### src/core/smsp_pkg.sv
// Constants, types and timing counts of the serial slave port.
package smsp_pkg;
   localparam int CLK_PERIOD_NS = 40;
   localparam int RESET_MIN_NS  = 2000;
   localparam int RESET_MIN_CYC =
      (RESET_MIN_NS + CLK_PERIOD_NS - 1) / CLK_PERIOD_NS;
   localparam int INIT_TEST_NS  = 20000;
   localparam int INIT_TEST_CYC =
      (INIT_TEST_NS + CLK_PERIOD_NS - 1) / CLK_PERIOD_NS;
   localparam int DEF_TEST_NS   = 400000;
   localparam int DEF_TEST_CYC  =
      (DEF_TEST_NS + CLK_PERIOD_NS - 1) / CLK_PERIOD_NS;
   localparam int BG_IDLE_NS    = 40000;
   localparam int BG_IDLE_CYC   =
      (BG_IDLE_NS + CLK_PERIOD_NS - 1) / CLK_PERIOD_NS;

   localparam logic [15:0] OFF_STS  = 16'h0018;
   localparam logic [15:0] OFF_DATA = 16'h0024;
   localparam logic [15:0] OFF_ID   = 16'h0f00;
   localparam logic [15:0] OFF_RID  = 16'h0f04;
   localparam int STS_INIT_DONE = 0;
   localparam int STS_DEF_DONE  = 1;
   localparam int STS_OVERFLOW  = 2;
   localparam int STS_AVAIL     = 4;
   localparam int STS_CMD_READY = 6;
   localparam int HDR_READ_BIT  = 7;

   localparam logic [7:0] WAIT_BYTE     = 8'h00;
   localparam logic [7:0] READY_BYTE    = 8'h01;
   localparam logic [7:0] UNMAPPED_BYTE = 8'hff;
   localparam logic [31:0] CODE_FULL_TEST = 32'h0000_0001;
   localparam logic [31:0] CODE_INCR_TEST = 32'h0000_0002;
   localparam logic [31:0] CODE_RANDOM    = 32'h0000_0003;
   localparam logic [31:0] CODE_HASH      = 32'h0000_0004;
   localparam logic [31:0] RC_SUCCESS     = 32'h0000_0000;
   localparam logic [31:0] RC_TESTING     = 32'h0000_0001;
   localparam logic [15:0] CMD_HDR_LAST   = 16'h0009;
   localparam logic [3:0]  RESP_LEN       = 4'ha;
   localparam int FIFO_WIDTH = 8;
   localparam int FIFO_DEPTH = 8;

   typedef struct packed {
      logic clk;
      logic cs_n;
      logic mosi;
   } smsp_pins_t;
   localparam smsp_pins_t PINS_IDLE = '{clk: 1'b1, cs_n: 1'b1, mosi: 1'b0};

   typedef struct packed {
      logic        read;
      logic [5:0]  len_m1;
      logic [15:0] addr;
   } smsp_hdr_t;

   typedef struct packed {
      logic [15:0] tag;
      logic [31:0] size;
      logic [31:0] code;
   } smsp_resp_t;

   typedef enum logic [3:0] {
      LK_IDLE = 4'b0001, LK_HDR = 4'b0010,
      LK_WAIT = 4'b0100, LK_DATA = 4'b1000
   } smsp_link_t;

   typedef enum logic [3:0] {
      DT_IDLE = 4'b0001, DT_CMD = 4'b0010,
      DT_BG = 4'b0100, DT_DONE = 4'b1000
   } smsp_dtest_t;
endpackage

### src/core/smsp_fifo.sv
// Byte FIFO between the serial link and the command parser.
`timescale 1ns/1ns
`default_nettype none
module smsp_fifo #(
   parameter int WIDTH = 8,
   parameter int DEPTH = 8
) (
   input  wire logic             ref_clk_i,
   input  wire logic             reset_n_i,
   input  wire logic             in_valid_i,
   output logic                  in_ready_o,
   input  wire logic [WIDTH-1:0] in_data_i,
   output logic                  out_valid_o,
   input  wire logic             out_ready_i,
   output logic      [WIDTH-1:0] out_data_o
);
   localparam int AW = $clog2(DEPTH);
   logic [WIDTH-1:0] mem [DEPTH];
   logic [AW:0]      wr_ptr;
   logic [AW:0]      rd_ptr;
   logic [AW:0]      next_wr_ptr;
   logic [AW:0]      next_rd_ptr;
   logic             wr_en;

   if (DEPTH < 2 || (1 << AW) != DEPTH) begin : g_chk
      $error("FIFO depth must be a power of two of at least 2.");
   end

   assign in_ready_o  = (wr_ptr ^ rd_ptr) != {1'b1, {AW{1'b0}}};
   assign out_valid_o = wr_ptr != rd_ptr;
   assign out_data_o  = mem[rd_ptr[AW-1:0]];
   assign wr_en       = in_valid_i && in_ready_o;

   always_comb begin
      next_wr_ptr = wr_ptr;
      next_rd_ptr = rd_ptr;
      if (wr_en) begin
         next_wr_ptr = wr_ptr + 1'b1;
      end
      if (out_valid_o && out_ready_i) begin
         next_rd_ptr = rd_ptr + 1'b1;
      end
   end

   always_ff @(posedge ref_clk_i) begin
      if (!reset_n_i) begin
         wr_ptr <= '0;
         rd_ptr <= '0;
      end else begin
         wr_ptr <= next_wr_ptr;
         rd_ptr <= next_rd_ptr;
      end
      if (wr_en) begin
         mem[wr_ptr[AW-1:0]] <= in_data_i;
      end
   end
endmodule
`default_nettype wire

### src/core/smsp_spi_slave.sv
// Serial slave port of the security module with self-test sequencing.
`timescale 1ns/1ns
`default_nettype none
module smsp_spi_slave #(
   // Identity values are arbitrary.
   parameter logic [15:0] DEVICE_ID       = 16'h5a01,
   parameter logic [15:0] VENDOR_ID       = 16'h00aa,
   parameter logic [7:0]  REVISION        = 8'h11,
   parameter int          DEF_TEST_CYCLES = smsp_pkg::DEF_TEST_CYC,
   parameter int          FIFO_DEPTH      = smsp_pkg::FIFO_DEPTH
) (
   input  wire logic ref_clk_i,
   input  wire logic reset_n_i,
   input  wire logic spi_clk_i,
   input  wire logic spi_cs_n_i,
   input  wire logic mosi_i,
   output logic      miso_o,
   output logic      interrupt_request_n_o,
   output logic      interrupt_request_n_oe_n_o
);
   import smsp_pkg::*;

   if (DEF_TEST_CYCLES < 1 || DEF_TEST_CYCLES >= (1 << 24)) begin : g_chk
      $error("Deferred test length out of range.");
   end

   smsp_pins_t  pins_in, pins_s1, pins_s2, pins_d;
   logic        clk_rise, clk_fall;
   smsp_link_t  state, next_state;
   logic [2:0]  bit_cnt, next_bit_cnt;
   logic [7:0]  shift_in, next_shift_in;
   logic [7:0]  tx_shift, next_tx_shift;
   logic        miso_bit, next_miso;
   logic [1:0]  hdr_cnt, next_hdr_cnt;
   smsp_hdr_t   hdr, next_hdr;
   logic        sent_ready, next_sent_ready;
   logic [6:0]  rx_cnt, next_rx_cnt;
   logic [6:0]  tx_cnt, next_tx_cnt;
   logic [7:0]  rx_byte, tx_byte, read_byte;
   logic        byte_done, load, push, pop_resp, clear_cmd;
   logic        dev_ready;
   logic        fifo_in_ready, fifo_out_valid, fifo_pop;
   logic [7:0]  fifo_data;
   logic [15:0] cmd_cnt, next_cmd_cnt;
   logic [15:0] tag, next_tag;
   logic [31:0] size, next_size;
   logic [31:0] code, next_code;
   smsp_resp_t  resp, next_resp;
   logic        resp_valid, next_resp_valid;
   logic [3:0]  rd_ptr, next_rd_ptr;
   logic        overflow, next_overflow;
   logic        irq_oe_n, next_irq_oe_n;
   logic        data_avail, exec, start_test, self_cmd, untested;
   logic [15:0] init_cnt, next_init_cnt;
   logic        init_done, next_init_done;
   smsp_dtest_t dt, next_dt;
   logic [23:0] def_cnt, next_def_cnt;
   logic [15:0] idle_cnt, next_idle_cnt;
   logic        def_done;
   logic [31:0] sts_word, id_word, rid_word;
   logic [15:0] since_rst;

   function automatic logic [7:0] word_byte(input logic [31:0] w,
                                            input logic [1:0]  i);
      return w[{i, 3'b000} +: 8];
   endfunction

   function automatic logic [7:0] resp_byte(input smsp_resp_t r,
                                            input logic [3:0] i);
      logic [79:0] v;
      v = r;
      return v[7'd79 - {i, 3'b000} -: 8];
   endfunction

   // The serial clock is only sampled; this port never drives it.
   assign pins_in  = '{clk: spi_clk_i, cs_n: spi_cs_n_i, mosi: mosi_i};
   assign clk_rise = pins_s2.clk && !pins_d.clk;
   assign clk_fall = !pins_s2.clk && pins_d.clk;

   always_ff @(posedge ref_clk_i) begin
      if (!reset_n_i) begin
         pins_s1 <= PINS_IDLE;
         pins_s2 <= PINS_IDLE;
         pins_d  <= PINS_IDLE;
      end else begin
         pins_s1 <= pins_in;
         pins_s2 <= pins_s1;
         pins_d  <= pins_s2;
      end
   end

   assign sts_word = {25'h0, 1'b0, 1'b0, data_avail, 1'b0, overflow,
                      def_done, init_done};
   assign id_word  = {DEVICE_ID, VENDOR_ID};
   assign rid_word = {24'h0, REVISION};
   assign data_avail = resp_valid && (rd_ptr < RESP_LEN);
   assign dev_ready  = init_done && (hdr.read || hdr.addr != OFF_DATA ||
                       (!fifo_out_valid && !resp_valid));

   always_comb begin
      if (hdr.addr == OFF_ID) begin
         read_byte = word_byte(id_word, tx_cnt[1:0]);
      end else if (hdr.addr == OFF_RID) begin
         read_byte = word_byte(rid_word, tx_cnt[1:0]);
      end else if (hdr.addr == OFF_STS) begin
         read_byte = word_byte(sts_word, tx_cnt[1:0]);
      end else if (hdr.addr == OFF_DATA && data_avail) begin
         read_byte = resp_byte(resp, rd_ptr);
      end else begin
         read_byte = UNMAPPED_BYTE;
      end
   end

   always_comb begin
      next_state      = state;
      next_bit_cnt    = bit_cnt;
      next_shift_in   = shift_in;
      next_tx_shift   = tx_shift;
      next_miso       = miso_bit;
      next_hdr_cnt    = hdr_cnt;
      next_hdr        = hdr;
      next_sent_ready = sent_ready;
      next_rx_cnt     = rx_cnt;
      next_tx_cnt     = tx_cnt;
      rx_byte         = {shift_in[6:0], pins_s2.mosi};
      tx_byte         = WAIT_BYTE;
      byte_done       = 1'b0;
      load            = 1'b0;
      push            = 1'b0;
      pop_resp        = 1'b0;
      clear_cmd       = 1'b0;
      if (pins_s2.cs_n) begin
         next_state      = LK_IDLE;
         next_bit_cnt    = 3'd0;
         next_hdr_cnt    = 2'd0;
         next_sent_ready = 1'b0;
         next_rx_cnt     = 7'd0;
         next_tx_cnt     = 7'd0;
         next_miso       = 1'b0;
      end else begin
         if (state == LK_IDLE) begin
            next_state = LK_HDR;
         end
         if (clk_rise) begin
            next_shift_in = rx_byte;
            next_bit_cnt  = bit_cnt + 3'd1;
            byte_done     = (bit_cnt == 3'd7);
         end
         if (byte_done && state == LK_HDR) begin
            next_hdr_cnt = hdr_cnt + 2'd1;
            unique case (hdr_cnt)
               2'd0: begin
                  next_hdr.read   = rx_byte[HDR_READ_BIT];
                  next_hdr.len_m1 = rx_byte[5:0];
               end
               2'd1: next_hdr = hdr;
               2'd2: next_hdr.addr[15:8] = rx_byte;
               2'd3: begin
                  next_hdr.addr[7:0] = rx_byte;
                  next_state         = LK_WAIT;
               end
            endcase
         end else if (byte_done && state == LK_WAIT) begin
            if (sent_ready) begin
               next_state = LK_DATA;
            end
         end else if (byte_done && state == LK_DATA &&
                      rx_cnt <= {1'b0, hdr.len_m1}) begin
            next_rx_cnt = rx_cnt + 7'd1;
            push = !hdr.read && hdr.addr == OFF_DATA;
            clear_cmd = !hdr.read && hdr.addr == OFF_STS &&
                        rx_cnt == 7'd0 && rx_byte[STS_CMD_READY];
         end
         if (clk_fall && bit_cnt == 3'd0) begin
            load = 1'b1;
            if (state == LK_WAIT) begin
               tx_byte         = dev_ready ? READY_BYTE : WAIT_BYTE;
               next_sent_ready = dev_ready;
            end else if (state == LK_DATA &&
                         tx_cnt <= {1'b0, hdr.len_m1}) begin
               next_tx_cnt = tx_cnt + 7'd1;
               if (hdr.read) begin
                  tx_byte  = read_byte;
                  pop_resp = hdr.addr == OFF_DATA && data_avail;
               end
            end
            next_miso     = tx_byte[7];
            next_tx_shift = {tx_byte[6:0], 1'b0};
         end else if (clk_fall) begin
            next_miso     = tx_shift[7];
            next_tx_shift = {tx_shift[6:0], 1'b0};
         end
      end
   end

   always_ff @(posedge ref_clk_i) begin
      if (!reset_n_i) begin
         state      <= LK_IDLE;
         bit_cnt    <= 3'd0;
         shift_in   <= 8'h00;
         tx_shift   <= 8'h00;
         miso_bit   <= 1'b0;
         hdr_cnt    <= 2'd0;
         hdr        <= '0;
         sent_ready <= 1'b0;
         rx_cnt     <= 7'd0;
         tx_cnt     <= 7'd0;
      end else begin
         state      <= next_state;
         bit_cnt    <= next_bit_cnt;
         shift_in   <= next_shift_in;
         tx_shift   <= next_tx_shift;
         miso_bit   <= next_miso;
         hdr_cnt    <= next_hdr_cnt;
         hdr        <= next_hdr;
         sent_ready <= next_sent_ready;
         rx_cnt     <= next_rx_cnt;
         tx_cnt     <= next_tx_cnt;
      end
   end

   smsp_fifo #(
      .WIDTH (FIFO_WIDTH),
      .DEPTH (FIFO_DEPTH)
   ) u_fifo (
      .ref_clk_i   (ref_clk_i),
      .reset_n_i   (reset_n_i),
      .in_valid_i  (push),
      .in_ready_o  (fifo_in_ready),
      .in_data_i   (rx_byte),
      .out_valid_o (fifo_out_valid),
      .out_ready_i (fifo_pop),
      .out_data_o  (fifo_data)
   );

   // The parser stalls while a response waits, which backs up the FIFO.
   assign fifo_pop = fifo_out_valid && !resp_valid;

   always_comb begin
      next_cmd_cnt    = cmd_cnt;
      next_tag        = tag;
      next_size       = size;
      next_code       = code;
      next_resp       = resp;
      next_resp_valid = resp_valid;
      next_rd_ptr     = rd_ptr;
      next_overflow   = overflow;
      next_irq_oe_n   = !data_avail;
      exec            = 1'b0;
      self_cmd        = 1'b0;
      untested        = 1'b0;
      start_test      = 1'b0;
      if (clear_cmd) begin
         next_resp_valid = 1'b0;
         next_cmd_cnt    = 16'h0000;
         next_overflow   = 1'b0;
      end
      if (pop_resp) begin
         next_rd_ptr = rd_ptr + 4'd1;
      end
      if (push && !fifo_in_ready) begin
         next_overflow = 1'b1;
      end
      if (fifo_pop) begin
         if (cmd_cnt < 16'h0002) begin
            next_tag = {tag[7:0], fifo_data};
         end else if (cmd_cnt < 16'h0006) begin
            next_size = {size[23:0], fifo_data};
         end else if (cmd_cnt <= CMD_HDR_LAST) begin
            next_code = {code[23:0], fifo_data};
         end
         next_cmd_cnt = cmd_cnt + 16'h0001;
         exec = cmd_cnt >= CMD_HDR_LAST &&
                {16'h0000, next_cmd_cnt} >= next_size;
      end
      if (exec) begin
         self_cmd = next_code == CODE_FULL_TEST ||
                    next_code == CODE_INCR_TEST;
         untested = !self_cmd && !def_done && next_code != CODE_RANDOM &&
                    next_code != CODE_HASH;
         start_test      = (self_cmd || untested) && !def_done;
         next_cmd_cnt    = 16'h0000;
         next_resp.tag   = next_tag;
         next_resp.size  = {28'h0, RESP_LEN};
         next_resp.code  = untested ? RC_TESTING : RC_SUCCESS;
         next_resp_valid = 1'b1;
         next_rd_ptr     = 4'd0;
      end
   end

   always_ff @(posedge ref_clk_i) begin
      if (!reset_n_i) begin
         cmd_cnt    <= 16'h0000;
         tag        <= 16'h0000;
         size       <= 32'h0000_0000;
         code       <= 32'h0000_0000;
         resp       <= '0;
         resp_valid <= 1'b0;
         rd_ptr     <= 4'd0;
         overflow   <= 1'b0;
         irq_oe_n   <= 1'b1;
      end else begin
         cmd_cnt    <= next_cmd_cnt;
         tag        <= next_tag;
         size       <= next_size;
         code       <= next_code;
         resp       <= next_resp;
         resp_valid <= next_resp_valid;
         rd_ptr     <= next_rd_ptr;
         overflow   <= next_overflow;
         irq_oe_n   <= next_irq_oe_n;
      end
   end

   assign def_done = dt == DT_DONE;

   always_comb begin
      next_init_cnt  = init_cnt;
      next_init_done = init_done;
      next_dt        = dt;
      next_def_cnt   = def_cnt;
      next_idle_cnt  = idle_cnt;
      if (!init_done) begin
         if (init_cnt == 16'(INIT_TEST_CYC - 1)) begin
            next_init_done = 1'b1;
         end else begin
            next_init_cnt = init_cnt + 16'h0001;
         end
      end
      unique case (dt)
         DT_IDLE: begin
            next_idle_cnt = (init_done && pins_s2.cs_n) ?
                            idle_cnt + 16'h0001 : 16'h0000;
            if (start_test) begin
               next_dt = DT_CMD;
            end else if (idle_cnt == 16'(BG_IDLE_CYC - 1)) begin
               next_dt = DT_BG;
            end
         end
         DT_BG: begin
            next_def_cnt = def_cnt + 24'h00_0001;
            if (start_test) begin
               next_dt = DT_CMD;
            end else if (!pins_s2.cs_n) begin
               next_dt       = DT_IDLE;
               next_def_cnt  = 24'h00_0000;
               next_idle_cnt = 16'h0000;
            end else if (def_cnt == 24'(DEF_TEST_CYCLES - 1)) begin
               next_dt = DT_DONE;
            end
         end
         DT_CMD: begin
            next_def_cnt = def_cnt + 24'h00_0001;
            if (def_cnt == 24'(DEF_TEST_CYCLES - 1)) begin
               next_dt = DT_DONE;
            end
         end
         DT_DONE: next_dt = DT_DONE;
         default: next_dt = DT_IDLE;
      endcase
   end

   always_ff @(posedge ref_clk_i) begin
      if (!reset_n_i) begin
         init_cnt  <= 16'h0000;
         init_done <= 1'b0;
         dt        <= DT_IDLE;
         def_cnt   <= 24'h00_0000;
         idle_cnt  <= 16'h0000;
         since_rst <= 16'h0000;
      end else begin
         init_cnt  <= next_init_cnt;
         init_done <= next_init_done;
         dt        <= next_dt;
         def_cnt   <= next_def_cnt;
         idle_cnt  <= next_idle_cnt;
         since_rst <= (since_rst == 16'hffff) ? since_rst :
                      since_rst + 16'h0001;
      end
   end

   assign miso_o                     = miso_bit;
   assign interrupt_request_n_o      = 1'b0;
   assign interrupt_request_n_oe_n_o = irq_oe_n;
endmodule
`default_nettype wire

### config.mk
export PLATFORM = sky130hd
export DESIGN_NAME = smsp_spi_slave
export DESIGN_NICKNAME = d
export VERILOG_FILES = /design/src/core/smsp_pkg.sv /design/src/core/smsp_fifo.sv /design/src/core/smsp_spi_slave.sv
export SDC_FILE = /design/constraint.sdc
export NUM_CORES = 1
export LEC_CHECK = 0
export ABC_AREA = 1
export ABC_CLOCK_PERIOD_IN_PS = 3900
export CORE_UTILIZATION = 55
export CTS_BUF_LIST = sky130_fd_sc_hd__clkbuf_16
export CTS_CLUSTER_SIZE = 24
export DETAILED_ROUTE_END_ITERATION = 10
export DONT_BUFFER_PORTS = 1
export PLACE_DENSITY = 0.68
export SETUP_SLACK_MARGIN = 0.05
export SYNTH_ARGS = -nofsm -noshare
export SYNTH_HDL_FRONTEND = slang
export SYNTH_SLANG_ARGS = --single-unit
export TNS_END_PERCENT = 50
### constraint.sdc
create_clock -name ref_clk_i -period 3.9 [get_ports ref_clk_i]
set_clock_uncertainty 0.2 [all_clocks]
set_input_delay 0.39 -clock ref_clk_i [delete_from_list [all_inputs] [get_ports ref_clk_i]]
set_output_delay 0.39 -clock ref_clk_i [all_outputs]
set_load 0.01 [all_outputs]
Yosys cells after proc, flatten, opt, wreduce, memory -nomap -nowiden:

Memory sizes are Yosys's and may differ from the RTL's. A register that Yosys moved wholly into a read port is not among the register bits.
Index checks and enable logic that the tools add are counted.

* output and inout bits: 3
* memory bits (read-only): 0
* input port bits: 5
* bits in latches: 0
* memory bits (writable): 64
* bits in registers: 291
* memories kept: 1
* word-level logic and storage cells: 227

* reduce and logical (&&, ||, !) cells: 60
* equality and inequality tests: 28
* div/mod/pow operators: 0
* $lt $le $gt $ge: 8
* multiply operators: 0
* bitwise logic cells: 8
* shifts and indexed selects: 4
* multiplexer cells: 68
* add/sub/neg operators: 12

Memories
* u_fifo.mem: depth 8, width 8, read ports 1, clocked after Yosys merged registers in 1, wr ports 1, RTL line smsp_fifo.sv:18 `logic [WIDTH-1:0] mem [DEPTH];`

Operator list (count)
* two-way mux 32 bit: 7
* two-way mux 16 bit: 7
* variable part select 87 x 8 -> 8 bit: 1
* two-way mux 8 bit: 9
* variable part select 32 x 6 -> 8 bit, first input constant: 2
* adder 16 x 1 -> 16 bit, second input constant: 3
* two-way mux 24 bit: 2
* case mux 24 bit (2 select lines): 1
* two-way mux 4 bit: 10
* equality test 16 x 12 -> 1 bit, second input constant: 2
* equality test 32 x 1 -> 1 bit, second input constant: 1
* equality test 32 x 2 -> 1 bit, second input constant: 1
* >= comparator 16 x 32 -> 1 bit: 1
* != test 32 x 2 -> 1 bit, second input constant: 1
* != test 32 x 3 -> 1 bit, second input constant: 1
* case mux 16 bit (2 select lines): 1
* variable part select 32 x 6 -> 8 bit: 1
* two-way mux 1 bit: 28
* logical AND 1 bit: 26
* adder 24 x 1 -> 24 bit, second input constant: 1
* equality test 24 x 14 -> 1 bit, second input constant: 1
* AND reduction 3 bit: 6
* equality test 16 x 10 -> 1 bit, second input constant: 1
* equality test 16 x 5 -> 1 bit, second input constant: 1
* other kinds (36): 73

Logic depth before layout (Yosys ltp):

Gate-level depths: netlist of run 1.

* depth after elaboration: 16
* gate-level depth with buffers: 30
* depth with buffers taken out: 28

Hierarchy:

A second synthesis of run 1 with hierarchy kept.

* cells, all modules: 2095
* area, all modules: 15812.7 um2

By module, submodules not included
* smsp_spi_slave: instances 1, sequential area each 5024.8 um2, cells an instance 1798, area each 12612.1 um2
* smsp_fifo: instances 1, sequential area each 2142.1 um2, cells an instance 297, area each 3200.6 um2

Least setup slack after synthesis of run 1:

Ideal clock, no wire load.

* kind: register to register
* from: reg cmd_cnt[2]
* to: reg def_cnt[18]
* required time: 3.578 ns
* buffers on the path: 1
* arrival: 3.148 ns
* slack: 0.430 ns
* stages on the path, launching flop included: 23
* period minus slack after synthesis: 3.470 ns
* library setup time: 0.122 ns
* cell sequence: dfxtp_1 -> nand2_1 -> nor2_1 -> nand3_1 -> nor3_1 -> nand3_1 -> nor3b_1 -> inv_1 -> nor2_1 -> inv_1 -> o31ai_1 -> ha_1 -> nand2_1 -> a21oi_1 -> a211oi_1 -> nand2_1 -> nand3_1 -> nor2_2 -> nand2_2 -> nand3_1 -> o21ai_1 -> buf_4 -> nor2_1

* word-level cells in the longest chain between the ends: 16
* elaborated cells between the ends (all ways): 29
* classes of those cells: add/sub (1); order compare (5); eq/ne (4); mux (11); reduce/logical (8)

RTL lines
* start, declared: RTL line smsp_spi_slave.sv:44 `logic [15:0] cmd_cnt, next_cmd_cnt;`
* start signal, assigned: RTL line smsp_spi_slave.sv:303 `cmd_cnt <= next_cmd_cnt;`
* branches (longest 13 deep; another with >= comparator 16 x 32 -> 1 bit)
* two-way mux 1 bit (*): RTL line smsp_spi_slave.sv:276 `if (exec) begin`
* two-way mux 24 bit (*): RTL line smsp_spi_slave.sv:342 `if (start_test) begin`
* case mux 24 bit (2 select lines) (*): RTL line smsp_spi_slave.sv:330 `unique case (dt)`
* end signal, assigned: RTL line smsp_spi_slave.sv:375 `def_cnt <= next_def_cnt;`
* end, declared: RTL line smsp_spi_slave.sv:57 `logic [23:0] def_cnt, next_def_cnt;`

Every way passes the cells marked *. The select of a mux whose other input is x is not followed.
A chain may end at the register's enable or synchronous reset.

Final worst setup path of run 1:

* from: reg cmd_cnt[1]
* to: reg idle_cnt[13]

* word-level cells in the longest chain between the ends: 16
* elaborated cells between the ends (all ways): 29
* classes of those cells: add/sub (1); order compare (5); eq/ne (5); mux (9); reduce/logical (9)

RTL lines
* branches (longest 13 deep; another with >= comparator 16 x 32 -> 1 bit)
* two-way mux 1 bit (*): RTL line smsp_spi_slave.sv:276
* != test 2 bit (no line) (*)
* AND reduction 3 bit (no line) (*)
* end signal, assigned: RTL line smsp_spi_slave.sv:376 `idle_cnt <= next_idle_cnt;`
* end, declared: RTL line smsp_spi_slave.sv:58 `logic [15:0] idle_cnt, next_idle_cnt;`

Marks and branches as above.

==> impl_metrics.toml, run 1 <==
[status]
status = "completed"

[logic_synthesis]
yosysWarningCount = 0
synth.largest_area_cell = "dfxtp_1"
synthTopCellsByArea = "dfxtp_1 (34%), edfxtp_1 (12%), nand2_1 (8.6%), nor2_1 (6.0%), inv_1 (5.9%)"
synthArstFlopShare_pct = 0
ys_types = 52
synth_ff_type = "dfxtp_1"
yosysMostFrequentCell = "nand2_1"
syn_inst = 2035
syn_nets = 2090
ys_seq_area_share_pct = 46.2
syn_avg_cell_area_sq_um = 7.63
synth_top_cell_area_share_pct = 33.8
netlist_top_cells_count = "nand2_1 (356), dfxtp_1 (262), nor2_1 (247), inv_1 (246), o21ai_0 (177)"
ys_ff_latch = 326
netlist_area_sq_um = 15500
synth_edf_count = 64

[finish]
drive_above_1_share_pct = 11.3
antenna_cells = 0
fin_nets = 2124
fillCellCount = 2451
syn2layout_area_growth_pct = 13.7
fin_util_pct = 63.5
stdcell_count = 2475

[setup_path]
r2r_end = "idle_cnt[13]"
cp.arrival_ns = 3.84
cp-start-kind = "register"
worstReg2RegStart = "cmd_cnt[1]"
cp.required_ns = 4.09
rrSetupSlack_ns = 0.25
cp_max_fo = 8
path_class = "register to register"
crit_path_end_kind = "register"
reg2reg_depth = 23

[routing]
dr.pass1.iters = 5
wl_per_cell_um = 14.7
drtIter0Drc = 1002
drc_errors = 0
top_layer_used = "met4"
wl_met3_um = 1590
viasPerCell = 5.36
wl_met2_um = 16700
num_vias = 13273
met1_length_um = 16900
wirelength_um = 36300
drtAntennaViolNets = 0

[timing]
period_needed_ns = 3.65
post-route-period-util_pct = 93.5
max_freq_ghz = 0.274
setup_viol = 0
max_slew_margin_pct = 23.4
post-route-worst-setup-slack_ns = 0.253
final_max_slew_viol_count = 0
finalHoldViolCount = 0
rsz0062_at_grt = "yes"
worst_pin_slew_ns = 1.15

[hold_path]
min_from = "reset_n_i"
holdPathStages = 3
hp-class = "primary input to register"
whs_endpoint = "rd_ptr[0]"

[floorplanning]
num_rows = 61
start_util_pct = 55.9
die-area_sq_um = 28900
coreArea_sq_um = 27800
die_w_um = 170
die_height_um = 170
ios = 8

[clock_tree]
numCtsBuffers = 37
clock_sinks = 326
cts_htree_levels = 2
cts_tree = "yes"
clock-root-buffer = "clkbuf_16"
worstSkewPairLatency_ns = 0.53
clkSlewWorstSetupHoldPaths_ns = 0.06
clk_path_buf_depth = 3

[global_route]
grt_pass1_vias = 12272
antenna_found_initial = 0
track_usage_pct = 25.0
grt_max_degree = 114
grt_pass1_wl_um = 59300
grt_overflow = 0

[power]
leakage_nw = 7.27
power.density_nw_per_um2 = 387
vdd_ir_drop_max_mv = 0.402

[placed_design]
numPortBuffers = 0
place_inst = 2385
place.gp.congestion = 0.846
place_ws_ns = -0.0658
dp_hpwl_um = 24100

[flow_run]
drv_cap = 0
[cell type report]
cell class                 instances  area, sq um  share of cell area [%]
multi-input combinational       1366         7200                    40.8
sequential                       326         7190                    40.7
inverter                         273         1030                    5.84
clock buffer                      39          976                    5.53
timing repair buffer              64          606                    3.43
tap                              378          473                    2.68
clock inverter                    28          159                   0.901
timing repair inverter             1         7.51                  0.0426
[where the power goes]
| part | switching [mW] | leakage, nW | internal, mW |
|---|---|---|---|
| sequential | 0.0124 | 2.79 | 3.44 |
| clock | 1.37 | 0.587 | 1.87 |
| combinational | 0.0946 | 3.89 | 0.0418 |
| total | 1.48 | 7.27 | 5.35 |
[per-layer routing]
| layer | GRT usage [%] | vias up |
|---|---|---|
| li1 | - | 6797 |
| met1 | 33.4 | 6109 |
| met2 | 41.8 | 297 |
| met3 | 3.14 | 70 |
| met4 | 8.70 | 0 |
| met5 | 0 | - |
[worst max-delay path: stages, from the launching register on]
cell,delay [ns]
dfxtp_2,0.35
nand2_2,0.08
nor2_4,0.13
nand3_2,0.11
nor3_4,0.22
nand3_2,0.11
nor3b_2,0.20
inv_2,0.07
nor2_4,0.13
inv_2,0.07
o31ai_4,0.23
ha_1,0.28
nand2_1,0.09
a21oi_2,0.05
a211oi_2,0.19
nand2_1,0.13
nand3_4,0.14
nor2_4,0.05
nand2_4,0.11
nand2_4,0.08
nand2_8,0.11
nand2_2,0.11
nand2_1,0.19
a21oi_2,0.07
[cells by family (layout without fill, tap and decap cells)]
group | after synthesis | after routing | share of synthesized area, %
xor gates and xnor gates | 31 | 31 | 1.75
DFF | 326 | 326 | 46.2
and+or+nand+nor | 850 | 852 | 24.0
other | 1 | 1 | 0.0242
muxes | 7 | 7 | 0.451
AOI/OAI and AO/OA | 425 | 425 | 14.7
buffers and inverters | 345 | 405 | 8.84
adders and majority gates | 50 | 50 | 4.03
[flip-flops by register name, indices dropped and copies added (netlist names), 4 cells and up, named ones only]
signal         cells
def_cnt           24
u_fifo.wr_ptr      4
rd_ptr             4
tx_cnt             7
resp              18
idle_cnt          16
tag               16
u_fifo.mem        64
u_fifo.rd_ptr      4
code              32
init_cnt          16
state              4
shift_in           7
tx_shift           7
size              32
hdr               23
dt                 4
cmd_cnt           16
rx_cnt             7
[per-stage QoR]
stage / cell area (sq um) / setup TNS, ns / hold slack (ns) / power [mW]
global placement: 16000 / 0 / 0.195 / 3.63
global route: 17600 / 0 / 0.0483 / 7.04
CTS: 17300 / 0 / 0.0148 / 6.89
finish: 17600 / 0 / 0.0465 / 6.83
floorplan: 15500 / 0 / 0.190 / 3.61
detailed placement: 16000 / -1.06 / 0.198 / 3.63
[worst max-delay path by stage]
| stage | from | endpoint | slack [ns] | depth (start not counted) |
|---|---|---|---|---|
| floorplan | cmd_cnt[2] | def_cnt[18] | 0.43 | 22 |
| global placement | cmd_cnt[1] | idle_cnt[12] | 0.02 | 24 |
| detailed placement | cmd_cnt[0] | idle_cnt[12] | -0.07 | 24 |
| CTS | cmd_cnt[1] | idle_cnt[11] | 0.05 | 23 |
| global route | cmd_cnt[1] | idle_cnt[13] | 0.02 | 26 |
| finish | cmd_cnt[1] | idle_cnt[13] | 0.25 | 23 |
[cell usage in the layout (no fill, tap or decap), drive strengths merged, types with 20 or more instances in the layout]
cell type,n
inv,278
clkbuf,41
o21ai,191
nor2,257
nand4,33
nand2,365
dfxtp,262
clkinv,20
nand3,96
nor3,59
a21oi,175
buf,58
xor2,20
ha,50
edfxtp,64
o22ai,24
[repair_timing]
item,in CTS,in global routing
endpoints found under the hold margin,118,7
pin swaps,0,22
setup buffers,0,13
gates resized for setup,5,71
gates cloned,0,5
hold buffers,4,1
endpoints found under the setup margin,37,79
No activity file was read; power rests on OpenSTA's default activity.
==> inputs of run 2 (changes only) <==
--- a/config.mk
+++ b/config.mk
@@ -7,12 +7,15 @@
 export LEC_CHECK = 0
 export ABC_AREA = 1
 export ABC_CLOCK_PERIOD_IN_PS = 3900
-export CORE_UTILIZATION = 55
+export CELL_PAD_IN_SITES_DETAIL_PLACEMENT = 0
+export CELL_PAD_IN_SITES_GLOBAL_PLACEMENT = 1
+export CORE_MARGIN = 3
+export CORE_UTILIZATION = 48
 export CTS_BUF_LIST = sky130_fd_sc_hd__clkbuf_16
 export CTS_CLUSTER_SIZE = 24
 export DETAILED_ROUTE_END_ITERATION = 10
 export DONT_BUFFER_PORTS = 1
-export PLACE_DENSITY = 0.68
+export PLACE_DENSITY = 0.78
 export SETUP_SLACK_MARGIN = 0.05
 export SYNTH_ARGS = -nofsm -noshare
 export SYNTH_HDL_FRONTEND = slang
==> impl_metrics.toml, run 2 (synthesized netlist as in run 1, its figures left out) <==
[status]
status = "completed"

[routing]
drc_errors = 0
dr.pass1.iters = 5
drtIter0Drc = 708
drtAntennaViolNets = 0
num_vias = 13053
viasPerCell = 5.18
wl_per_cell_um = 14.9
wirelength_um = 37600

[floorplanning]
die-area_sq_um = 34500
die_w_um = 186
start_util_pct = 48.9
die_height_um = 186
ios = 8
num_rows = 65
coreArea_sq_um = 31700

[global_route]
grt_pass1_wl_um = 60400
antenna_found_initial = 0
grt_overflow = 0
grt_max_degree = 113
grt_pass1_vias = 12088
track_usage_pct = 21.4

[clock_tree]
clock-root-buffer = "clkbuf_16"
worstSkewPairLatency_ns = 0.52
clock_sinks = 326
cts_tree = "yes"
numCtsBuffers = 38
cts_htree_levels = 2
clk_path_buf_depth = 3
clkSlewWorstSetupHoldPaths_ns = 0.06

[finish]
largest_reg_flops = 64
antenna_cells = 0
drive_above_1_share_pct = 13.2
final_area_sq_um = 18100
fillCellCount = 2905
stdcell_count = 2522
layout_commonest_cell = "nand2_1"
layout_common_cells = "nand2_1 (344), inv_1 (249), dfxtp_1 (249)"
syn2layout_area_growth_pct = 16.6
fin_nets = 2148

[placed_design]
place_area_sq_um = 16100
dp_hpwl_um = 25000
place_ws_ns = -0.102
numPortBuffers = 0
place_inst = 2421
place.gp.congestion = 0.843

[setup_path]
rrSetupSlack_ns = 0.18
worstReg2RegStart = "cmd_cnt[1]"
cp_cell_sequence = "nand2_1 > nor2_2 > nand3_2 > nor3_4 > nand3_2 > nor3b_2 > inv_1 > nor2_2 > inv_2 > o31ai_4 > ha_1 > nand2_1 > a21oi_1 > a211oi_2 > nand2_2 > nand3_4 > nor2_4 > nand2_4 > nand3_4 > o21ai_4 > clkbuf_16 > nor2_1"
cp.arrival_ns = 3.92
crit_family = "simple AND/OR/NAND/NOR gates"
max_stage_delay_ns = 0.35
reg2reg_depth = 22
r2r_end = "def_cnt[14]"
crit_buf_inv = 3
path_class = "register to register"
crit_path_end_kind = "register"
cp.required_ns = 4.10
cp_max_fo = 5
crit_slowest_cell = "dfxtp_2"
cp-start-kind = "register"

[timing]
final_max_slew_viol_count = 0
post-route-period-util_pct = 95.5
finalHoldViolCount = 0
worst_pin_slew_ns = 1.19
max_slew_margin_pct = 20.6
setup_tns_ns = 0
max_freq_ghz = 0.268
period_needed_ns = 3.72
setup_viol = 0
post-route-worst-setup-slack_ns = 0.175

[hold_path]
whs_endpoint = "state[0]"
holdPathStages = 4
hp-class = "primary input to register"
min_from = "reset_n_i"

[power]
leakage_nw = 7.44
power.density_nw_per_um2 = 391
power_mw = 7.08
vdd_ir_drop_max_mv = 0.348

[flow_run]
drv_cap = 0
## run 2: cell types whose count changed in the layout (fill, tap and decap cells not counted), sizes merged
cell / delta
buf: +22
clkinv: -7
bufinv: +3
clkbuf: +3
clkinvlp: +2
dlygate4sd3: +1
inv: +1
nand2: -1
nor2: -1
## run 2: tightest hold or removal path: stages
cell and delay [ns]:
inv_2 0.04, nor2_1 0.04, buf_4 0.18, nand2_1 0.07
## run 2: area by class of cell
type / count / area, sq um / share of cell area, %
clock buffers: 39 / 976 / 5.39
clock inverters: 28 / 249 / 1.38
inverters: 273 / 1030 / 5.68
multi-input cells: 1364 / 7290 / 40.3
flip-flops and latches: 326 / 7190 / 39.7
well taps: 402 / 503 / 2.78
repair buffers: 90 / 866 / 4.78
## run 2: per-layer routing
layer  wire, um  part of all wire [%]  vias to the layer above  global-route usage [%]
li1           -                     -                     6836                       -
met1      18300                    48                     5979                    30.1
met2      17300                    46                      188                    35.2
met3       1320                   3.5                       50                    2.85
met4        801                   2.1                        0                    4.97
met5          0                     0                        -                       0
## run 2: stage by stage
| step | util [%] | hold WS [ns] |
|---|---|---|
| 6_report | 57.1 | 0.0411 |
| 5_1_grt | 57.1 | 0.0754 |
| 4_1_cts | 55.1 | 0.0215 |
| 3_5_place_dp | 50.9 | 0.199 |
| 3_3_place_gp | 50.9 | 0.195 |
| 2_1_floorplan | - | 0.190 |
## run 2: how the worst max path moves through the flow
stage / start / end / slack (ns) / cells past startpoint
floorplan: cmd_cnt[2] / def_cnt[18] / 0.43 / 22
global placement: register / def_cnt[18] / -0.04 / 26
detailed placement: register / def_cnt[18] / -0.10 / 26
CTS: register / idle_cnt[13] / 0.06 / 27
global route: cmd_cnt[1] / def_cnt[4] / -0.04 / 21
finish: cmd_cnt[1] / def_cnt[14] / 0.18 / 22
## run 2: repair_timing
item,4_1_cts,5_1_grt
pin swaps,0,32
endpoints found under the hold margin,118,0
setup endpoints to repair,57,81
setup buffers,3,18
gates resized for setup,4,97
hold buffers,6,0
gates cloned,0,7
## run 2: power breakdown
group          internal (mW)  switching (mW)  total [mW]
clock network           2.08            1.40        3.49
logic                 0.0482          0.0969       0.145
registers               3.44          0.0127        3.45
total                   5.57            1.51        7.08
